`src/hdl/reset_seq_params.svh`:
```
// timing counts, pin codes and reset values of the reset and clock start-up sequencer
`ifndef RESET_SEQ_PARAMS_SVH
`define RESET_SEQ_PARAMS_SVH

`define SYS_CLK_HZ 50000000
`define FAST_OSC_HZ 4000000
`define SLOW_OSC_HZ 48000
`define FAST_DIV (`SYS_CLK_HZ / `FAST_OSC_HZ)
`define SLOW_DIV (`SYS_CLK_HZ / `SLOW_OSC_HZ)
`define POWERUP_TIMER_TIME_MS 72
`define POWERUP_TIMER_CYCLES (`POWERUP_TIMER_TIME_MS * (`SYS_CLK_HZ / 1000))
`define OST_OSC_CYCLES 1024
`define OLD_SPEED_PULSES 2
`define NEW_SPEED_PULSES 8
`define CLOCK_OUTPUT_PIN_DIV 4
`define BOR_MIN_CYCLES 100
`define PIN_FILTER_CYCLES 16

`define OSC_RC_CLOCK_OUTPUT_PIN 3'h7
`define OSC_RC_IO 3'h6
`define OSC_INT_CLOCK_OUTPUT_PIN 3'h5
`define OSC_INT_IO 3'h4
`define OSC_EXT_CLOCK 3'h3
`define OSC_HS_XTAL 3'h2
`define OSC_STD_XTAL 3'h1
`define OSC_LP_XTAL 3'h0

`define FAST_SELECT_RESET 1'b1
`define POWER_ON_FLAG_RESET 1'b0
`define BROWNOUT_FLAG_RESET 1'b0

`endif

```
`src/hdl/reset_seq_pkg.sv`:
```
// types of the reset and clock start-up sequencer
`default_nettype none
package reset_seq_pkg;
  typedef enum logic [2:0] {
    cause_power_on,
    cause_pin_run,
    cause_pin_sleep,
    cause_watchdog,
    cause_watchdog_wake,
    cause_brownout
  } reset_cause_t;

  typedef enum logic [2:0] {st_power, st_hold, st_powerup, st_oscwait, st_run} seq_state_t;

  typedef enum logic [1:0] {ck_run, ck_old, ck_new} clk_phase_t;
endpackage
`default_nettype wire

```
`src/hdl/reset_and_clock_startup_sequencer.sv`:
```
// reset cause tracking, start-up timers and dual-speed system clock control
//
// What this block does
// - RC mode: second oscillator pin is I/O or clock divided by four.
// - software picks 4 MHz or 48 kHz system clock, internal oscillator mode only.
// - speed change takes two old-speed pulses then eight new-speed pulses.
// - system clock, and clock output, are halted during the speed change.
// - one fast clock select bit chooses the internal oscillator speed.
// - six reset causes are told apart and reported.
// - registers reset on every cause except watchdog wake-up from sleep.
// - some storage is never reset and keeps its value across resets.
// - external reset pin is glitch filtered.
// - held in reset until supply rise is seen; a later low rise detect also gives reset.
// - power-up timer holds reset 72 ms after power-on or enabled brown-out.
// - power-up timer disable bit 1 disables, 0 enables.
// - after power-up timer, 1024 first oscillator pin cycles before execution.
// - start-up timer only in crystal modes, on power-on or watchdog wake-up from sleep.
// - brown-out enable bit 1 enables, 0 disables brown-out reset.
// - reset only when supply stays below threshold beyond minimum duration.
// - any reset except watchdog wake-up from sleep waits for supply above threshold; power-up timer follows only power-on or brown-out.
// - brown-out during power-up timer restarts it after recovery.
// - internal oscillator mode gives a 4 MHz system clock while fast select is 1, its reset value.
// - oscillator select codes 111, 110, 101, 100 as listed.
// - status register holds fast select, power-on and brown-out flags.
// - power-on flag reads 0 after power-on; software sets it to 1.
`include "reset_seq_params.svh"
`default_nettype none

module reset_and_clock_startup_sequencer #(
  parameter int unsigned POWERUP_TIMER_CYCLES = `POWERUP_TIMER_CYCLES,
  parameter int unsigned OST_CYCLES  = `OST_OSC_CYCLES,
  parameter int unsigned BOR_MIN     = `BOR_MIN_CYCLES,
  parameter int unsigned PIN_FILTER  = `PIN_FILTER_CYCLES
) (
  input  wire logic                        clock,
  input  wire logic                        rst,
  input  wire logic                        power_rise_detect,
  input  wire logic                        brownout_below,
  input  wire logic                        external_reset_pin_n,
  input  wire logic                        first_osc_pin,
  input  wire logic                        watchdog_timeout,
  input  wire logic                        sleep_active,
  input  wire logic [2:0]                  osc_select,
  input  wire logic                        powerup_timer_disable,
  input  wire logic                        brownout_enable,
  input  wire logic                        fast_select_write,
  input  wire logic                        fast_select_wdata,
  input  wire logic                        power_on_flag_set,
  input  wire logic                        brownout_flag_set,
  input  wire logic                        retained_write,
  input  wire logic [7:0]                  retained_wdata,
  output logic                             core_reset,
  output logic                             regs_reset,
  output reset_seq_pkg::reset_cause_t      reset_cause,
  output logic                             power_on_flag,
  output logic                             brownout_flag,
  output logic                             fast_clock_select,
  output logic                             clock_halted,
  output logic                             sys_tick,
  output logic                             clock_output_pin,
  output logic                             clock_output_oe,
  output logic                             second_osc_gpio,
  output logic [7:0]                       retained_data
);

  localparam int PW_W  = $clog2(POWERUP_TIMER_CYCLES + 1);
  localparam int OST_W = $clog2(OST_CYCLES + 1);
  localparam int BO_W  = $clog2(BOR_MIN + 1);
  localparam int PF_W  = $clog2(PIN_FILTER + 1);
  localparam int DIV_W = $clog2(`SLOW_DIV + 1);
  localparam logic [DIV_W-1:0] FAST_LIM = DIV_W'(`FAST_DIV - 1);
  localparam logic [DIV_W-1:0] SLOW_LIM = DIV_W'(`SLOW_DIV - 1);
  localparam logic [3:0] OLD_LIM = 4'(`OLD_SPEED_PULSES - 1);
  localparam logic [3:0] NEW_LIM = 4'(`NEW_SPEED_PULSES - 1);
  localparam logic [1:0] CO_LIM  = 2'(`CLOCK_OUTPUT_PIN_DIV - 1);

  function automatic logic is_crystal(input logic [2:0] sel);
    is_crystal = (sel == `OSC_LP_XTAL) || (sel == `OSC_STD_XTAL) || (sel == `OSC_HS_XTAL);
  endfunction

  function automatic logic is_internal(input logic [2:0] sel);
    is_internal = (sel == `OSC_INT_CLOCK_OUTPUT_PIN) || (sel == `OSC_INT_IO);
  endfunction

  // pins and analog detectors come from outside the clock domain
  logic [1:0] por_sync_q;
  logic [1:0] bo_sync_q;
  logic [1:0] pin_sync_q;
  logic [1:0] osc_sync_q;
  logic       osc_prev_q;

  always_ff @(posedge clock or posedge rst) begin
    if (rst) begin
      por_sync_q <= 2'h0;
      bo_sync_q  <= 2'h0;
      pin_sync_q <= 2'h0;
      osc_sync_q <= 2'h0;
      osc_prev_q <= 1'b0;
    end else begin
      por_sync_q <= {por_sync_q[0], power_rise_detect};
      bo_sync_q  <= {bo_sync_q[0], brownout_below};
      pin_sync_q <= {pin_sync_q[0], external_reset_pin_n};
      osc_sync_q <= {osc_sync_q[0], first_osc_pin};
      osc_prev_q <= osc_sync_q[1];
    end
  end

  logic supply_up;
  logic bo_low;
  logic osc_edge;
  assign supply_up = por_sync_q[1];
  assign bo_low    = bo_sync_q[1] & brownout_enable;
  assign osc_edge  = osc_sync_q[1] & ~osc_prev_q;

  // pin level is adopted only after it has stood still for the filter time
  logic [PF_W-1:0] pin_cnt_q;
  logic            pin_filt_q;
  logic            pin_prev_q;

  always_ff @(posedge clock or posedge rst) begin
    if (rst) begin
      pin_cnt_q  <= '0;
      pin_filt_q <= 1'b0;
      pin_prev_q <= 1'b0;
    end else begin
      pin_prev_q <= pin_filt_q;
      if (pin_sync_q[1] == pin_filt_q) begin
        pin_cnt_q <= '0;
      end else if (pin_cnt_q == PF_W'(PIN_FILTER - 1)) begin
        pin_cnt_q  <= '0;
        pin_filt_q <= pin_sync_q[1];
      end else begin
        pin_cnt_q <= pin_cnt_q + PF_W'(1);
      end
    end
  end

  logic pin_fall;
  assign pin_fall = pin_prev_q & ~pin_filt_q;

  // brown-out has to last beyond the minimum duration before it counts
  logic [BO_W-1:0] bo_cnt_q;
  logic            bo_qual;
  assign bo_qual = (bo_cnt_q == BO_W'(BOR_MIN));

  always_ff @(posedge clock or posedge rst) begin
    if (rst) begin
      bo_cnt_q <= '0;
    end else if (!bo_low) begin
      bo_cnt_q <= '0;
    end else if (!bo_qual) begin
      bo_cnt_q <= bo_cnt_q + BO_W'(1);
    end
  end

  // reset sequence
  reset_seq_pkg::seq_state_t   state_q;
  reset_seq_pkg::seq_state_t   state_d;
  reset_seq_pkg::reset_cause_t cause_q;
  reset_seq_pkg::reset_cause_t cause_d;
  logic [PW_W-1:0]             powerup_timer_cnt_q;
  logic [OST_W-1:0]            ost_cnt_q;
  logic                        powerup_timer_done;
  logic                        ost_done;
  logic                        ost_use;
  logic                        powerup_timer_use;

  assign powerup_timer_done = (powerup_timer_cnt_q == PW_W'(POWERUP_TIMER_CYCLES - 1));
  assign ost_done  = osc_edge && (ost_cnt_q == OST_W'(OST_CYCLES - 1));
  assign powerup_timer_use  = !powerup_timer_disable && (cause_q == reset_seq_pkg::cause_power_on ||
                     cause_q == reset_seq_pkg::cause_brownout);
  assign ost_use   = is_crystal(osc_select) && (cause_q == reset_seq_pkg::cause_power_on ||
                     cause_q == reset_seq_pkg::cause_watchdog_wake);

  always_comb begin
    state_d = state_q;
    cause_d = cause_q;
    if (!supply_up) begin
      state_d = reset_seq_pkg::st_power;
      cause_d = reset_seq_pkg::cause_power_on;
    end else begin
      unique case (state_q)
        reset_seq_pkg::st_power: begin
          state_d = reset_seq_pkg::st_hold;
        end
        reset_seq_pkg::st_hold: begin
          if (!bo_low) begin
            if (powerup_timer_use) begin
              state_d = reset_seq_pkg::st_powerup;
            end else if (ost_use) begin
              state_d = reset_seq_pkg::st_oscwait;
            end else begin
              state_d = reset_seq_pkg::st_run;
            end
          end
        end
        reset_seq_pkg::st_powerup: begin
          if (bo_low) begin
            state_d = reset_seq_pkg::st_hold;
            cause_d = reset_seq_pkg::cause_brownout;
          end else if (powerup_timer_done) begin
            state_d = ost_use ? reset_seq_pkg::st_oscwait : reset_seq_pkg::st_run;
          end
        end
        reset_seq_pkg::st_oscwait: begin
          if (ost_done) begin
            state_d = reset_seq_pkg::st_run;
          end
        end
        reset_seq_pkg::st_run: begin
          if (bo_qual) begin
            state_d = reset_seq_pkg::st_hold;
            cause_d = reset_seq_pkg::cause_brownout;
          end else if (pin_fall) begin
            state_d = reset_seq_pkg::st_hold;
            cause_d = sleep_active ? reset_seq_pkg::cause_pin_sleep : reset_seq_pkg::cause_pin_run;
          end else if (watchdog_timeout && sleep_active) begin
            cause_d = reset_seq_pkg::cause_watchdog_wake;
            if (is_crystal(osc_select)) begin
              state_d = reset_seq_pkg::st_oscwait;
            end
          end else if (watchdog_timeout) begin
            state_d = reset_seq_pkg::st_hold;
            cause_d = reset_seq_pkg::cause_watchdog;
          end
        end
      endcase
    end
  end

  always_ff @(posedge clock or posedge rst) begin
    if (rst) begin
      state_q <= reset_seq_pkg::st_power;
      cause_q <= reset_seq_pkg::cause_power_on;
    end else begin
      state_q <= state_d;
      cause_q <= cause_d;
    end
  end

  // a fresh entry always starts the timers from zero
  always_ff @(posedge clock or posedge rst) begin
    if (rst) begin
      powerup_timer_cnt_q <= '0;
      ost_cnt_q  <= '0;
    end else begin
      if (state_q != reset_seq_pkg::st_powerup || state_d != reset_seq_pkg::st_powerup) begin
        powerup_timer_cnt_q <= '0;
      end else begin
        powerup_timer_cnt_q <= powerup_timer_cnt_q + PW_W'(1);
      end
      if (state_q != reset_seq_pkg::st_oscwait) begin
        ost_cnt_q <= '0;
      end else if (osc_edge) begin
        ost_cnt_q <= ost_cnt_q + OST_W'(1);
      end
    end
  end

  logic reset_d;
  assign reset_d = (state_d != reset_seq_pkg::st_run) || !pin_filt_q;

  always_ff @(posedge clock or posedge rst) begin
    if (rst) begin
      core_reset  <= 1'b1;
      regs_reset  <= 1'b1;
      reset_cause <= reset_seq_pkg::cause_power_on;
    end else begin
      core_reset  <= reset_d;
      regs_reset  <= reset_d && (cause_d != reset_seq_pkg::cause_watchdog_wake);
      reset_cause <= cause_d;
    end
  end

  // status flags: the reset event wins over a software set in the same cycle
  always_ff @(posedge clock or posedge rst) begin
    if (rst) begin
      power_on_flag <= `POWER_ON_FLAG_RESET;
    end else if (state_q == reset_seq_pkg::st_power) begin
      power_on_flag <= 1'b0;
    end else if (power_on_flag_set) begin
      power_on_flag <= 1'b1;
    end
  end

  always_ff @(posedge clock or posedge rst) begin
    if (rst) begin
      brownout_flag <= `BROWNOUT_FLAG_RESET;
    end else if (cause_d == reset_seq_pkg::cause_brownout && reset_d) begin
      brownout_flag <= 1'b0;
    end else if (brownout_flag_set) begin
      brownout_flag <= 1'b1;
    end
  end

  always_ff @(posedge clock or posedge rst) begin
    if (rst) begin
      fast_clock_select <= `FAST_SELECT_RESET;
    end else if (fast_select_write) begin
      fast_clock_select <= fast_select_wdata;
    end
  end

  // kept across every reset, so it is undefined until first written
  always_ff @(posedge clock) begin
    if (retained_write) begin
      retained_data <= retained_wdata;
    end
  end

  // internal oscillator and speed change
  reset_seq_pkg::clk_phase_t phase_q;
  logic                      speed_q;
  logic [DIV_W-1:0]          div_cnt_q;
  logic [3:0]                pulse_cnt_q;
  logic                      int_tick;
  logic                      src_tick;

  assign int_tick = (div_cnt_q == (speed_q ? FAST_LIM : SLOW_LIM));
  assign src_tick = is_internal(osc_select) ? int_tick : osc_edge;

  always_ff @(posedge clock or posedge rst) begin
    if (rst) begin
      div_cnt_q <= '0;
    end else if (int_tick) begin
      div_cnt_q <= '0;
    end else begin
      div_cnt_q <= div_cnt_q + DIV_W'(1);
    end
  end

  always_ff @(posedge clock or posedge rst) begin
    if (rst) begin
      phase_q     <= reset_seq_pkg::ck_run;
      speed_q     <= `FAST_SELECT_RESET;
      pulse_cnt_q <= 4'h0;
    end else begin
      unique case (phase_q)
        reset_seq_pkg::ck_run: begin
          if (is_internal(osc_select) && fast_clock_select != speed_q) begin
            phase_q     <= reset_seq_pkg::ck_old;
            pulse_cnt_q <= 4'h0;
          end
        end
        reset_seq_pkg::ck_old: begin
          if (int_tick && pulse_cnt_q == OLD_LIM) begin
            phase_q     <= reset_seq_pkg::ck_new;
            speed_q     <= ~speed_q;
            pulse_cnt_q <= 4'h0;
          end else if (int_tick) begin
            pulse_cnt_q <= pulse_cnt_q + 4'h1;
          end
        end
        reset_seq_pkg::ck_new: begin
          if (int_tick && pulse_cnt_q == NEW_LIM) begin
            phase_q <= reset_seq_pkg::ck_run;
          end else if (int_tick) begin
            pulse_cnt_q <= pulse_cnt_q + 4'h1;
          end
        end
      endcase
    end
  end

  // clock output runs off the gated tick, so it freezes with the core
  logic [1:0] co_cnt_q;
  logic       halt_d;
  logic       out_clk;
  assign halt_d  = (phase_q != reset_seq_pkg::ck_run);
  assign out_clk = (osc_select == `OSC_RC_CLOCK_OUTPUT_PIN) || (osc_select == `OSC_INT_CLOCK_OUTPUT_PIN);

  always_ff @(posedge clock or posedge rst) begin
    if (rst) begin
      clock_halted     <= 1'b0;
      sys_tick         <= 1'b0;
      co_cnt_q         <= 2'h0;
      clock_output_pin <= 1'b0;
    end else begin
      clock_halted <= halt_d;
      sys_tick     <= src_tick && !halt_d;
      if (src_tick && !halt_d) begin
        co_cnt_q <= (co_cnt_q == CO_LIM) ? 2'h0 : co_cnt_q + 2'h1;
      end
      clock_output_pin <= out_clk && co_cnt_q[1];
    end
  end

  always_ff @(posedge clock or posedge rst) begin
    if (rst) begin
      clock_output_oe <= 1'b0;
      second_osc_gpio <= 1'b0;
    end else begin
      clock_output_oe <= out_clk;
      second_osc_gpio <= (osc_select == `OSC_RC_IO) || (osc_select == `OSC_INT_IO) ||
                         (osc_select == `OSC_EXT_CLOCK);
    end
  end

endmodule
`default_nettype wire

```
`config.mk`:
```
export PLATFORM = sky130hd
export DESIGN_NAME = reset_and_clock_startup_sequencer
export DESIGN_NICKNAME = d
export VERILOG_FILES = /design/src/hdl/reset_seq_pkg.sv /design/src/hdl/reset_and_clock_startup_sequencer.sv
export VERILOG_INCLUDE_DIRS = /design/src /design/src/hdl
export SDC_FILE = /design/constraint.sdc
export NUM_CORES = 1
export LEC_CHECK = 0
export ABC_AREA = 0
export ABC_CLOCK_PERIOD_IN_PS = 3200
export BUFFER_PORTS_ARGS = -buffer_cell sky130_fd_sc_hd__buf_4
export CAP_MARGIN = 20
export CORE_UTILIZATION = 46
export CTS_CLUSTER_DIAMETER = 100
export DETAILED_ROUTE_END_ITERATION = 12
export MAX_ROUTING_LAYER = met4
export SLEW_MARGIN = 30
export SYNTH_ARGS = -nofsm -noshare
export SYNTH_HDL_FRONTEND = slang
export SYNTH_SLANG_ARGS = --single-unit
```
`constraint.sdc`:
```
create_clock -name clock -period 3.2 [get_ports clock]
set_input_delay 0.16 -clock clock [delete_from_list [all_inputs] [get_ports clock]]
set_output_delay 0.16 -clock clock [all_outputs]
set_load 0.01 [all_outputs]
```
**Yosys cells after proc, flatten, opt, wreduce, memory -nomap -nowiden**

Index checks and enable logic that the tools add are counted.

- Bits in latches: 0
- Logic and storage cells: 160
- Bits in registers: 100
- Bits in read-only memories: 0
- Output and inout port bits: 21
- Memories kept: 0
- Memory bits (writable): 0

- Muxes and demuxes: 45
- Divide/modulo/power cells: 0
- Reduce and logical (&&, ||, !) cells: 36
- Magnitude comparators: 0
- $add $sub $neg: 7
- Bitwise operators: 7
- Equal/unequal tests: 36
- Multipliers: 0
- Shift operators: 0

Operators with widths:

| operator | number |
|---|---|
| 3-bit two-way mux | 18 |
| 11-bit two-way mux | 4 |
| 3-bit == test (second input constant) | 8 |
| 11-bit by 1-bit adder with 11-bit output (second input constant) | 2 |
| 22-bit by 1-bit adder with 22-bit output (second input constant) | 1 |
| 22-bit == test (second input constant) | 1 |
| 22-bit two-way mux | 1 |
| 4-bit two-way mux | 4 |
| 3-bit one-hot mux with 5 select lines | 1 |
| 7-bit two-way mux | 2 |
| 3-bit by 2-bit == test with 1-bit output (second input constant) | 4 |
| 4-bit one-hot mux with 3 select lines | 1 |
| 11-bit by 10-bit == test with 1-bit output (second input constant) | 1 |
| 11-bit == test | 1 |
| 1-bit logical AND | 11 |
| 1-bit logical OR | 10 |
| 2-bit two-way mux | 5 |
| 5-bit two-way mux | 2 |
| 2-bit inequality test (second input constant) | 5 |
| 3-bit logical NOT | 3 |
| 3-bit by 2-bit inequality test with 1-bit output (second input constant) | 3 |
| 2-bit nonzero test | 4 |
| 7-bit by 1-bit adder with 7-bit output (second input constant) | 1 |
| 7-bit == test (second input constant) | 1 |
| 21 further kinds | 37 |

**Depth between registers and ports, before layout**

Gate-level depths: netlist (run 1).

- Depth after elaboration: 13
- Depth in mapped cells: 7
- Depth with buffers taken out: 7

**Worst setup path before layout (run 1)**

No wires, ideal clock.

- Path kind: register to register
- Start: register speed_q
- End: register co_cnt_q[0]
- Path buffers: 0
- Data required time: 3.075 ns
- Setup time: 0.125 ns
- Cell stages (with the launch flop): 6
- Path slack: 1.453 ns
- Data arrival time: 1.623 ns
- Path through: dfstp_2 -> and4bb_2 -> nand3_1 -> a211oi_1 -> o21a_1 -> mux2_2

- Cells in the longest elaborated chain, start to end: 4

Ends and longest elaborated chain:

| element | line | RTL |
|---|---|---|
| start: declaration | reset_and_clock_startup_sequencer.sv:313 | `logic speed_q;` |
| start signal: assignment | reset_and_clock_startup_sequencer.sv:335 | `` speed_q <= `FAST_SELECT_RESET; `` |
| start signal: assignment | reset_and_clock_startup_sequencer.sv:348 | `speed_q <= ~speed_q;` |
| 11-bit two-way mux | reset_and_clock_startup_sequencer.sv:319 | `assign int_tick = (div_cnt_q == (speed_q ? FAST_LIM : SLOW_LIM));` |
| 11-bit == test | reset_and_clock_startup_sequencer.sv:319 |  |
| 1-bit two-way mux | reset_and_clock_startup_sequencer.sv:320 | `assign src_tick = is_internal(osc_select) ? int_tick : osc_edge;` |
| 1-bit logical AND | reset_and_clock_startup_sequencer.sv:381 | `if (src_tick && !halt_d) begin` |
| end signal: assignment | reset_and_clock_startup_sequencer.sv:382 | `co_cnt_q <= (co_cnt_q == CO_LIM) ? 2'h0 : co_cnt_q + 2'h1;` |
| end: declaration | reset_and_clock_startup_sequencer.sv:366 | `logic [1:0] co_cnt_q;` |

No other way between the ends.
A chain may end at the register's enable or synchronous reset.

**Worst setup path in the final report (run 1)**

- Start: register bo_sync_q[1]
- End: register powerup_timer_cnt_q[12]

- Cells in the longest elaborated chain, start to end: 7
- Elaborated cells between the ends (all ways): 8

Ends and longest elaborated chain:

| element | line | RTL |
|---|---|---|
| start: declaration | reset_and_clock_startup_sequencer.sv:87 | `logic [1:0] bo_sync_q;` |
| start signal: assignment | reset_and_clock_startup_sequencer.sv:101 | `bo_sync_q <= {bo_sync_q[0], brownout_below};` |
| 1-bit AND * | reset_and_clock_startup_sequencer.sv:112 | `assign bo_low = bo_sync_q[1] & brownout_enable;` |
| 3-bit two-way mux (on tied branches) | reset_and_clock_startup_sequencer.sv:198, reset_and_clock_startup_sequencer.sv:187 |  |
| 3-bit one-hot mux with 5 select lines * | reset_and_clock_startup_sequencer.sv:182 | `unique case (state_q)` |
| 3-bit two-way mux * | reset_and_clock_startup_sequencer.sv:178 | `if (!supply_up) begin` |
| 3-bit by 2-bit inequality test with 1-bit output * | reset_and_clock_startup_sequencer.sv:247 | `if (state_q != reset_seq_pkg::st_powerup \|\| state_d != reset_seq_pkg::st_powerup) begin` |
| 1-bit logical OR * | reset_and_clock_startup_sequencer.sv:247 |  |
| 22-bit two-way mux * | reset_and_clock_startup_sequencer.sv:247 |  |
| end signal: assignment | reset_and_clock_startup_sequencer.sv:250 | `powerup_timer_cnt_q <= powerup_timer_cnt_q + PW_W'(1);` |
| end: declaration | reset_and_clock_startup_sequencer.sv:161 | `logic [PW_W-1:0] powerup_timer_cnt_q;` |

Every way passes the cells marked *; elsewhere a longest branch is shown, timed or not.

==> results of run 1 <==
-- timing repair --
| item | 4_1_cts | 5_1_grt |
|---|---|---|
| setup buffers | 0 | 0 |
| hold buffers | 14 | 1 |
| hold endpoints to repair | 14 | 52 |
-- cell usage in the layout, fill, tap and decap left out, types with 6 or more instances in the layout --
| cell type | n |
|---|---|
| dfrtp_1 | 88 |
| nand4_1 | 6 |
| nand2_1 | 23 |
| a21oi_1 | 18 |
| nor3_1 | 7 |
| or3_1 | 9 |
| nor2b_1 | 7 |
| edfxtp_1 | 8 |
| xor2_1 | 32 |
| clkbuf_8 | 10 |
| ha_1 | 12 |
| inv_1 | 12 |
| nor2_1 | 66 |
| buf_4 | 49 |
| nand3_1 | 30 |
| and3_1 | 11 |
| dlygate4sd3_1 | 15 |
| xnor2_1 | 12 |
| o21ai_0 | 14 |
-- final cells by class --
type,count,area [um^2]
inverter,13,51.3
clock buffer,10,138
fill,848,4290
sequential,100,2550
multi-input combinational,321,2100
tap,133,166
timing repair buffer,64,518
clock inverter,6,46.3
-- Yosys cell counts, types with 3 or more instances --
cell	n	share of area
dfrtp_1	88	0.47
nor2_1	66	0.052
xor2_1	32	0.059
nand3_1	30	0.032
nand2_1	23	0.018
a21oi_1	18	0.019
o21ai_0	14	0.015
inv_1	13	0.010
ha_1	12	0.032
xnor2_1	12	0.022
and3_1	11	0.015
or3_1	9	0.012
edfxtp_1	8	0.051
nor2b_1	7	0.0092
nor3_1	7	0.0074
nand4_1	6	0.0079
and2_1	5	0.0066
clkbuf_1	5	0.0040
dfstp_2	4	0.022
mux2_2	4	0.0095
mux2i_1	4	0.0085
nand2b_1	4	0.0053
nand4b_1	4	0.0074
a211oi_1	3	0.0048
and4_1	3	0.0056
nand3b_1	3	0.0048
nor3b_1	3	0.0048
o211ai_1	3	0.0048
o21a_1	3	0.0048
o31a_1	3	0.0056
-- worst register-to-register path: cells and delay by family (launching register included) --
family / cells / cell delay [ns]
DFF: 1 / 0.38
and+or+nand+nor: 4 / 1.76
-- logic make-up after synthesis --
group / count (synthesis) / synth area share
AO/OA/AOI/OAI: 61 / 0.0951
XOR/XNOR: 44 / 0.0814
adder cells (fa/ha/maj): 12 / 0.0317
buffers and inverters: 21 / 0.0174
flip-flops: 100 / 0.538
multiplexers: 8 / 0.0180
AND/OR/NAND/NOR: 196 / 0.218
-- report_power, final --
part	switching (mW)	internal (mW)	leakage [nW]	total (mW)
Combinational	0.169	0.153	0.994	0.321
Sequential	0.0375	1.34	1.29	1.37
Clock	0.441	0.308	0.0855	0.749
Total	0.647	1.80	2.37	2.44
-- registers in the layout, indices dropped and copies added (netlist names), 2 cells and up --
signal	cells
reset_cause	3
phase_q	2
div_cnt_q	11
powerup_timer_cnt_q	22
co_cnt_q	2
pin_sync_q	2
por_sync_q	2
bo_sync_q	2
retained_data	8
ost_cnt_q	11
osc_sync_q	2
bo_cnt_q	7
pulse_cnt_q	4
state_q	3
pin_cnt_q	5
-- per-stage QoR --
| stage | cell area (um^2) | util |
|---|---|---|
| floorplan | 4730 | - |
| global placement | 5240 | 0.531 |
| detailed placement | 5240 | 0.531 |
| CTS | 5560 | 0.564 |
| global route | 5570 | 0.565 |
| finish | 5570 | 0.565 |
-- worst paths after layout --
kind,from,endpoint,slack [ns]
min in group asynchronous,rst,div_cnt_q[1],0.46
worst min register to register,pin_sync_q[0],pin_sync_q[1],0.36
max in group asynchronous,rst,fast_clock_select,2.03
worst min-delay path,osc_select[2],second_osc_gpio,0.02
worst max register to register,bo_sync_q[1],powerup_timer_cnt_q[12],0.96
worst max-delay path,bo_sync_q[1],powerup_timer_cnt_q[12],0.96
-- layer usage --
layer / up-vias / global-route usage / routed length [um]
met5: - / - / 0
met4: 0 / 0.0488 / 71
met3: 6 / 0.0390 / 306
met2: 50 / 0.273 / 3950
met1: 1609 / 0.253 / 4400
li1: 1684 / - / -
==> results.md, run 1 <==
* CP Class: flop to flop
* Slew Limit Fails at 0
* Hold Path Class: input port to flop
* Leak pwr at 2.37 nW
* Hold Violations, Final at 0
* Total wire length at 8730 um
* Cells on Worst Hold Path at 2
* Fin crit share at 0.699
* Core area at just under 10,000 um^2
* Max Clock Skew at between 0.01 and 0.015 ns
* Arrival time at the worst endpoint at around 2.5 ns
* Via count at about 3.3k
* Worst slew pin tran at 0.825 ns
* Drt drc at 0
* CP Max Fanout at 22
* Post-synthesis register bit count at 100
* Crit-path max cell delay at 0.70 ns
* I/O pin total at between 40 and 50
* Share of cells above drive strength 1 at 0.173
* N_diodes at 0
* Reg2Reg Depth at 4
* Clock Pin Slew Worst Setup and Hold Paths at about 0.09 ns
* Final min period at 2.24 ns
* Warnings from Yosys at 0
* DRT antenna net count at 0
* Worst skew pair latency at around 0.36 ns
* Main synth FF type: dfrtp_1
* Initial antenna violation count at 0
* Dpl ws at between 0.9 and 1 ns
* Clock buffer depth at 2
* Syn Area/Cell at 10.7 um^2
* TNS Setup at 0 ns
* Number of gates resized after cts at 0
* Number of buffers added on ports at between 40 and 50
* Power density cells at approximately 440 nW/um^2
* Buf+Inv Stages, Crit Path at 0
* Crit-path cells: nand2_1 > nor4bb_1 > nand3_1 > nor2_1
* Register area share after synthesis at 0.538
* P&R area growth vs syn at 17.7%
* Asr flop ratio synth at 0.920
* Htree depth at 3
* WP data required at between 3 and 4 ns
* Startpoint types: flop
* Syn_nets at between 400 and 500
* CTS tree: yes
* Largest net degree at the start of global routing at 57
* FMAX at around 450 MHz
* Nets at 547
* Clock root buffer: clkbuf_8
* Maximum VDD drop at about 240 uV
* WHS at 0.0245 ns
* Number of global-route vias before repair at approximately 3.2k
* Num CTS Buffers at 9
* Syn Inst Count at 442
* Post-DP HPWL at approximately 6200 um
* Global-route wire length before repair at roughly 15,000 um
* Finish-stage setup viols at 0
* Die H at 103 um
* Crit end category: flop
* Post-synth EDFFs at 8
* Global Route Usage Sum at 0.183
* Placed Cells at 616
* Die width at 103 um
* Cell Area, Synth at around 4700 um^2
* Status: completed
* Via-to-Cell Ratio at a little over 5
* Slew HR at 0.448
* Gr ovfl total at 0
* Worst path slowest cell: nand3_1
* Non-filler cells, final at roughly 650
* Post-route setup slack at a little under 1 ns
* Clock sink count at 100
* Die footprint at between 10,000 and 15,000 um^2
* DRT iter0 DRCs at about 120
* Routed wire per std cell at ~13 um
* First-pass iteration count of the detailed router at 4
* RePlAce Congestion at 0.753
* Delay-heaviest family, CP: simple AND/OR/NAND/NOR gates
* Initial core utilization at 0.480
* Max Cap Viol at 0
* FP Rows at 36
* Final Power at approximately 2.4 mW
* RSZ-0062 raised after global routing: no
* Critical path depth at 4
* Synth unique cells at between 60 and 70
Note: power is estimated with default switching activity, not from simulation.
==> run 2, diff against run 1 <==
--- a/config.mk
+++ b/config.mk
@@ -7,7 +7,7 @@
 export NUM_CORES = 1
 export LEC_CHECK = 0
 export ABC_AREA = 0
-export ABC_CLOCK_PERIOD_IN_PS = 3200
+export ABC_CLOCK_PERIOD_IN_PS = 2200
 export BUFFER_PORTS_ARGS = -buffer_cell sky130_fd_sc_hd__buf_4
 export CAP_MARGIN = 20
 export CORE_UTILIZATION = 46
==> constraint.sdc (replaced) <==
create_clock -name clock -period 2.2 [get_ports clock]
set_input_delay 0.11 -clock clock [delete_from_list [all_inputs] [get_ports clock]]
set_output_delay 0.11 -clock clock [all_outputs]
set_load 0.01 [all_outputs]
==> results.md, run 2 (synthesis results as in run 1) <==
* Status: completed
* Slew Limit Fails at 0
* Maximum VDD drop at around 630 uV
* Initial antenna violation count at 0
* Max Cap Viol at 0
* Crit-path max cell delay at between 0.4 and 0.5 ns
* RePlAce Congestion at between 0.8 and 0.9
* Hold Violations, Final at 0
* Leak pwr at roughly 2.4 nW
* Num CTS Buffers at 9
* Share of cells above drive strength 1 at 0.172
* TNS Setup at 0 ns
* Most common cell after layout, fill and taps aside: dfrtp_1
* Post-DP HPWL at ~6300 um
* Global Route Usage Sum at 0.190
* CTS tree: yes
* Worst slew pin tran at 0.646 ns
* FP Rows at 36
* Non-filler cells, final at between 600 and 700
* Design internal power at between 2 and 3 mW
* Fin crit share at 0.866
* Gr ovfl total at 0
* CP startpoint: div_cnt_q[1]
* Hold Path Class: input port to flop
* Initial core utilization at 0.480
* Nets at 556
* Via-to-Cell Ratio at between 5 and 6
* Worst path slowest cell: a311oi_2
* First-pass iteration count of the detailed router at 4
* Die H at roughly 100 um
* Power density cells at around 630 nW/um^2
* Clock sink count at 100
* Crit path to: pulse_cnt_q[0]
* I/O pin total at 47
* Slew HR at 0.570
* Crit-path cells: nor4b_2 > and3b_2 > o211ai_1 > a311oi_2 > nor2_1
* DRT antenna net count at 0
* DRT iter0 DRCs at between 90 and 100
* Die footprint at 10,700 um^2
* Total wire length at approximately 8900 um
* Sw Share at 0.250
* Max Clock Skew at about 0.0086 ns
* P&R area growth vs syn at 19.1%
* N_diodes at 0
* Largest net degree at the start of global routing at between 50 and 60
* Clock Pin Slew Worst Setup and Hold Paths at about 0.090 ns
* Logic pwr share at 0.134
* Crit end category: flop
* Max FFs per register at 22
* R2R Setup Slk at between 0.2 and 0.3 ns
* Cells on Worst Hold Path at 1
* Placed Cells at 621
* Top Registers: powerup_timer_cnt_q (22), div_cnt_q (11), ost_cnt_q (11)
* Most frequent cells in the layout: dfrtp_1 (88), nor2_1 (66), buf_4 (54), xor2_1 (32), nand3_1 (30)
* Worst skew pair latency at 0.36 ns
* Reg2Reg Depth at 5
* Fill cells at 840
* Startpoint types: flop
* CP Max Fanout at 5
* CP Class: flop to flop
* RR Startpoint: div_cnt_q[1]
* Final min period at 1.90 ns
* Finish-stage setup viols at 0
* Clk pwr share at 0.300
* Drt drc at 0
* Clock root buffer: clkbuf_8
* Number of buffers added on ports at 46
* Number of global-route vias before repair at around 3.2k
* NetSw at about 0.88 mW
* Fin util at 0.572
* Htree depth at 3
* Sequential share of power at 0.567
* Core area at a little under 10,000 um^2
* Clock buffer depth at 2
* Reg area at around 2500 um^2
* WP data required at around 2.4 ns
* RSZ-0062 raised after global routing: no
* Multi-input logic area at ~2100 um^2
* Arrival time at the worst endpoint at 2.15 ns
* Worst reg2reg endpoint: pulse_cnt_q[0]
* FMAX at 525 MHz
* Largest Register: powerup_timer_cnt_q
* Via count at 3,371
* Final Power at about 3.5 mW
* Routed wire per std cell at approximately 14 um
* Global-route wire length before repair at roughly 15,000 um
* Die width at about 100 um
-- run 2: power groups by stage --
stage	clock, mW	combinational [mW]	sequential (mW)
6_report	1.06	0.471	2.00
5_1_grt	1.19	0.533	2.01
4_1_cts	1.11	0.482	2.00
3_5_place_dp	0	0.453	2.04
3_3_place_gp	0	0.440	2.03
2_1_floorplan	0	0.278	2.03
-- run 2: worst min-delay path by stage --
stage	startpoint	end
after floorplan	brownout_below	bo_sync_q[0]
after global placement	external_reset_pin_n	pin_sync_q[0]
after detailed placement	first_osc_pin	osc_sync_q[0]
after CTS	retained_write	retained_data[3]
after global routing	retained_write	retained_data[3]
final	retained_write	retained_data[3]
-- run 2: critical path, delay by kind of cell, from the launching register on --
family,cells,cell delay (ns)
flops,1,0.44
compound gates,2,0.64
simple gates,3,0.71
-- run 2: layout make-up --
type	instances	area share
flip-flops and latches	100	0.452
multi-input cells	321	0.373
repair buffers	73	0.106
clock buffers	15	0.0295
well taps	133	0.0295
inverters	13	0.00932
clock inverters	1	0.00133
-- run 2: per-stage QoR --
stage	hold slack [ns]	instance area (um^2)	setup WS [ns]
finish	0.0317	5640	0.295
global placement	0.219	5280	0.357
CTS	0.00698	5640	0.273
detailed placement	0.221	5280	0.301
global route	0.0119	5640	0.163
floorplan	0.141	4740	0.453
-- run 2: what timing repair did --
action / in CTS / in global routing
hold endpoints to repair: 104 / 0
setup buffers: 0 / 0
hold buffers: 19 / 0
gates resized for setup: 0 / 0
-- run 2: per-layer routing --
layer	part of all wire	GRT usage
met3	0.040	0.0591
met1	0.50	0.246
met5	0	-
met2	0.45	0.290
met4	0.0087	0.0488
==> run 3, diff against run 2 <==
--- a/config.mk
+++ b/config.mk
@@ -10,6 +10,7 @@
 export ABC_CLOCK_PERIOD_IN_PS = 2200
 export BUFFER_PORTS_ARGS = -buffer_cell sky130_fd_sc_hd__buf_4
 export CAP_MARGIN = 20
+export CORE_ASPECT_RATIO = 1.2
 export CORE_UTILIZATION = 46
 export CTS_CLUSTER_DIAMETER = 100
 export DETAILED_ROUTE_END_ITERATION = 12
==> results.md, run 3 (synthesis results as in run 1) <==
* Non-filler cells, final at between 600 and 700
* Sequential share of power at 0.497
* Gr ovfl total at 0
* Fin crit share at 0.868
* First-pass iteration count of the detailed router at 4
* FMAX at about 520 MHz
* Logic pwr share at 0.118
* Leak pwr at around 2.5 nW
* Fin util at 0.574
* Startpoint types: flop
* Metal3 WL at 320 um
* Nets at around 550
* Final Power at around 4 mW
* CP Class: flop to flop
* Htree depth at 3
* Sw Share at 0.242
* DRT antenna net count at 0
* I/O pin total at between 40 and 50
* Multi-input logic area at 2100 um^2
* Initial antenna violation count at 0
* Top Registers: powerup_timer_cnt_q (22), div_cnt_q (11), ost_cnt_q (11)
* RePlAce Congestion at roughly 0.8
* Fill cells at 873
* Worst skew pair latency at roughly 0.34 ns
* Total wire length at roughly 9100 um
* CP Max Fanout at 4
* Routed wire per std cell at approximately 14 um
* Most common cell after layout, fill and taps aside: dfrtp_1
* Drt drc at 0
* Largest Register: powerup_timer_cnt_q
* Num CTS Buffers at 9
* Power density cells at about 700 nW/um^2
* Top Metal Used: met4
* Clock sink count at 100
* Max Clock Skew at approximately 0.005 ns
* Share of cells above drive strength 1 at 0.180
* Arrival time at the worst endpoint at between 2 and 2.5 ns
* Maximum VDD drop at between 400 and 500 uV
* Number of buffers added on ports at 46
* Max Cap Viol at 0
* Clock Pin Slew Worst Setup and Hold Paths at approximately 0.070 ns
* Worst path slowest cell: dfstp_2
* NetSw at around 0.98 mW
* Crit end category: flop
* Via-to-Cell Ratio at around 5.3
* Slew Limit Fails at 0
* Global-route wire length before repair at about 15,000 um
* Number of gates resized after cts at 0
* Global Route Usage Sum at 0.189
* Core area at approximately 10,000 um^2
* Clk pwr share at 0.385
* Die footprint at 10,700 um^2
* Hold Path Class: input port to flop
* Crit-path cells: and4bb_2 > and2b_1 > o211ai_1 > a311oi_2 > nor2_1
* Largest net degree at the start of global routing at 46
* Buffer count from post-CTS setup fixing at 0
* Slew HR at 0.609
* Hold Violations, Final at 0
* FP Rows at 40
* Finish-stage setup viols at 0
* Buf+Inv Stages, Crit Path at 0
* Clock buffer depth at 2
* Design internal power at around 3 mW
* WHS at about 0.015 ns
* Max FFs per register at 22
* Initial core utilization at 0.473
* Final min period at roughly 1.9 ns
* Metal-1 WL at around 4300 um
* Worst slew pin tran at 0.579 ns
* Post-DP HPWL at between 6000 and 7000 um
* Final Instance Area at approximately 5700 um^2
* CTS tree: yes
* Post-CTS Hold Fix Bufs at 17
* Die H at 113 um
* Met2 WL post-DR at 4290 um
* Clock root buffer: clkbuf_16
* Post-route setup slack at 0.290 ns
* Reg area at between 2000 and 3000 um^2
* Status: completed
* DRT iter0 DRCs at between 100 and 150
* Die width at 94.6 um
* P&R area growth vs syn at 21.3%
* N_diodes at 0
* Via count at 3,425
* Delay-heaviest family, CP: compound AO/OA/AOI/OAI gates
* Most frequent cells in the layout: dfrtp_1 (88), nor2_1 (66), buf_4 (53), xor2_1 (32), nand3_1 (30)
* Crit-path max cell delay at 0.58 ns
* Number of global-route vias before repair at approximately 3.3k
* WP data required at 2.41 ns
* Placed Cells at 614
* Placed Instance Area at between 5000 and 6000 um^2
* RSZ-0062 raised after global routing: no
* TNS Setup at 0 ns
* Dpl ws at between 0.3 and 0.4 ns
-- run 3: changes by cell type in the layout (fill, tap and decap cells not counted), moves of 2 or more --
cell | previous run | this run
clkinv_4 | 0 | 2
dlygate4sd3_1 | 19 | 17
clkinv_2 | 0 | 4
clkbuf_16 | 0 | 9
clkbuf_8 | 11 | 0
clkbuf_1 | 4 | 0
-- run 3: metal layers --
layer,up-vias,global-route usage
met3,15,0.0423
met5,-,-
met1,1634,0.238
met2,60,0.296
li1,1716,-
met4,0,0.0687
-- run 3: area by class of cell --
type / instances / share of cell area
Clock inverter: 7 / 0.0118
Multi-Input combinational cell: 321 / 0.366
Sequential cell: 100 / 0.444
Timing Repair Buffer: 71 / 0.102
Inverter: 13 / 0.00915
Clock buffer: 9 / 0.0392
Tap cell: 126 / 0.0275
-- run 3: final timing paths --
path	start	slack, ns	to	depth (start not counted)
worst max-delay path	speed_q	0.29	pulse_cnt_q[0]	5
worst min-delay path	fast_select_write	0.02	fast_clock_select	2
worst max register to register	speed_q	0.29	pulse_cnt_q[0]	5
worst min register to register	osc_sync_q[0]	0.35	osc_sync_q[1]	0
max in group asynchronous	rst	1.07	fast_clock_select	4
min in group asynchronous	rst	0.38	powerup_timer_cnt_q[3]	3
-- run 3: worst register-to-register path: stages, from the launching register on --
cell	delay, ns
dfstp_2	0.58
and4bb_2	0.24
and2b_1	0.21
o211ai_1	0.18
a311oi_2	0.47
nor2_1	0.09
-- run 3: power by group through the flow --
stage / registers (mW) / clock network (mW) / logic (mW)
after floorplan: 2.03 / 0 / 0.278
after global placement: 2.03 / 0 / 0.443
after detailed placement: 2.04 / 0 / 0.453
after CTS: 2.00 / 1.61 / 0.481
after global routing: 2.01 / 1.68 / 0.535
final: 2.00 / 1.55 / 0.474
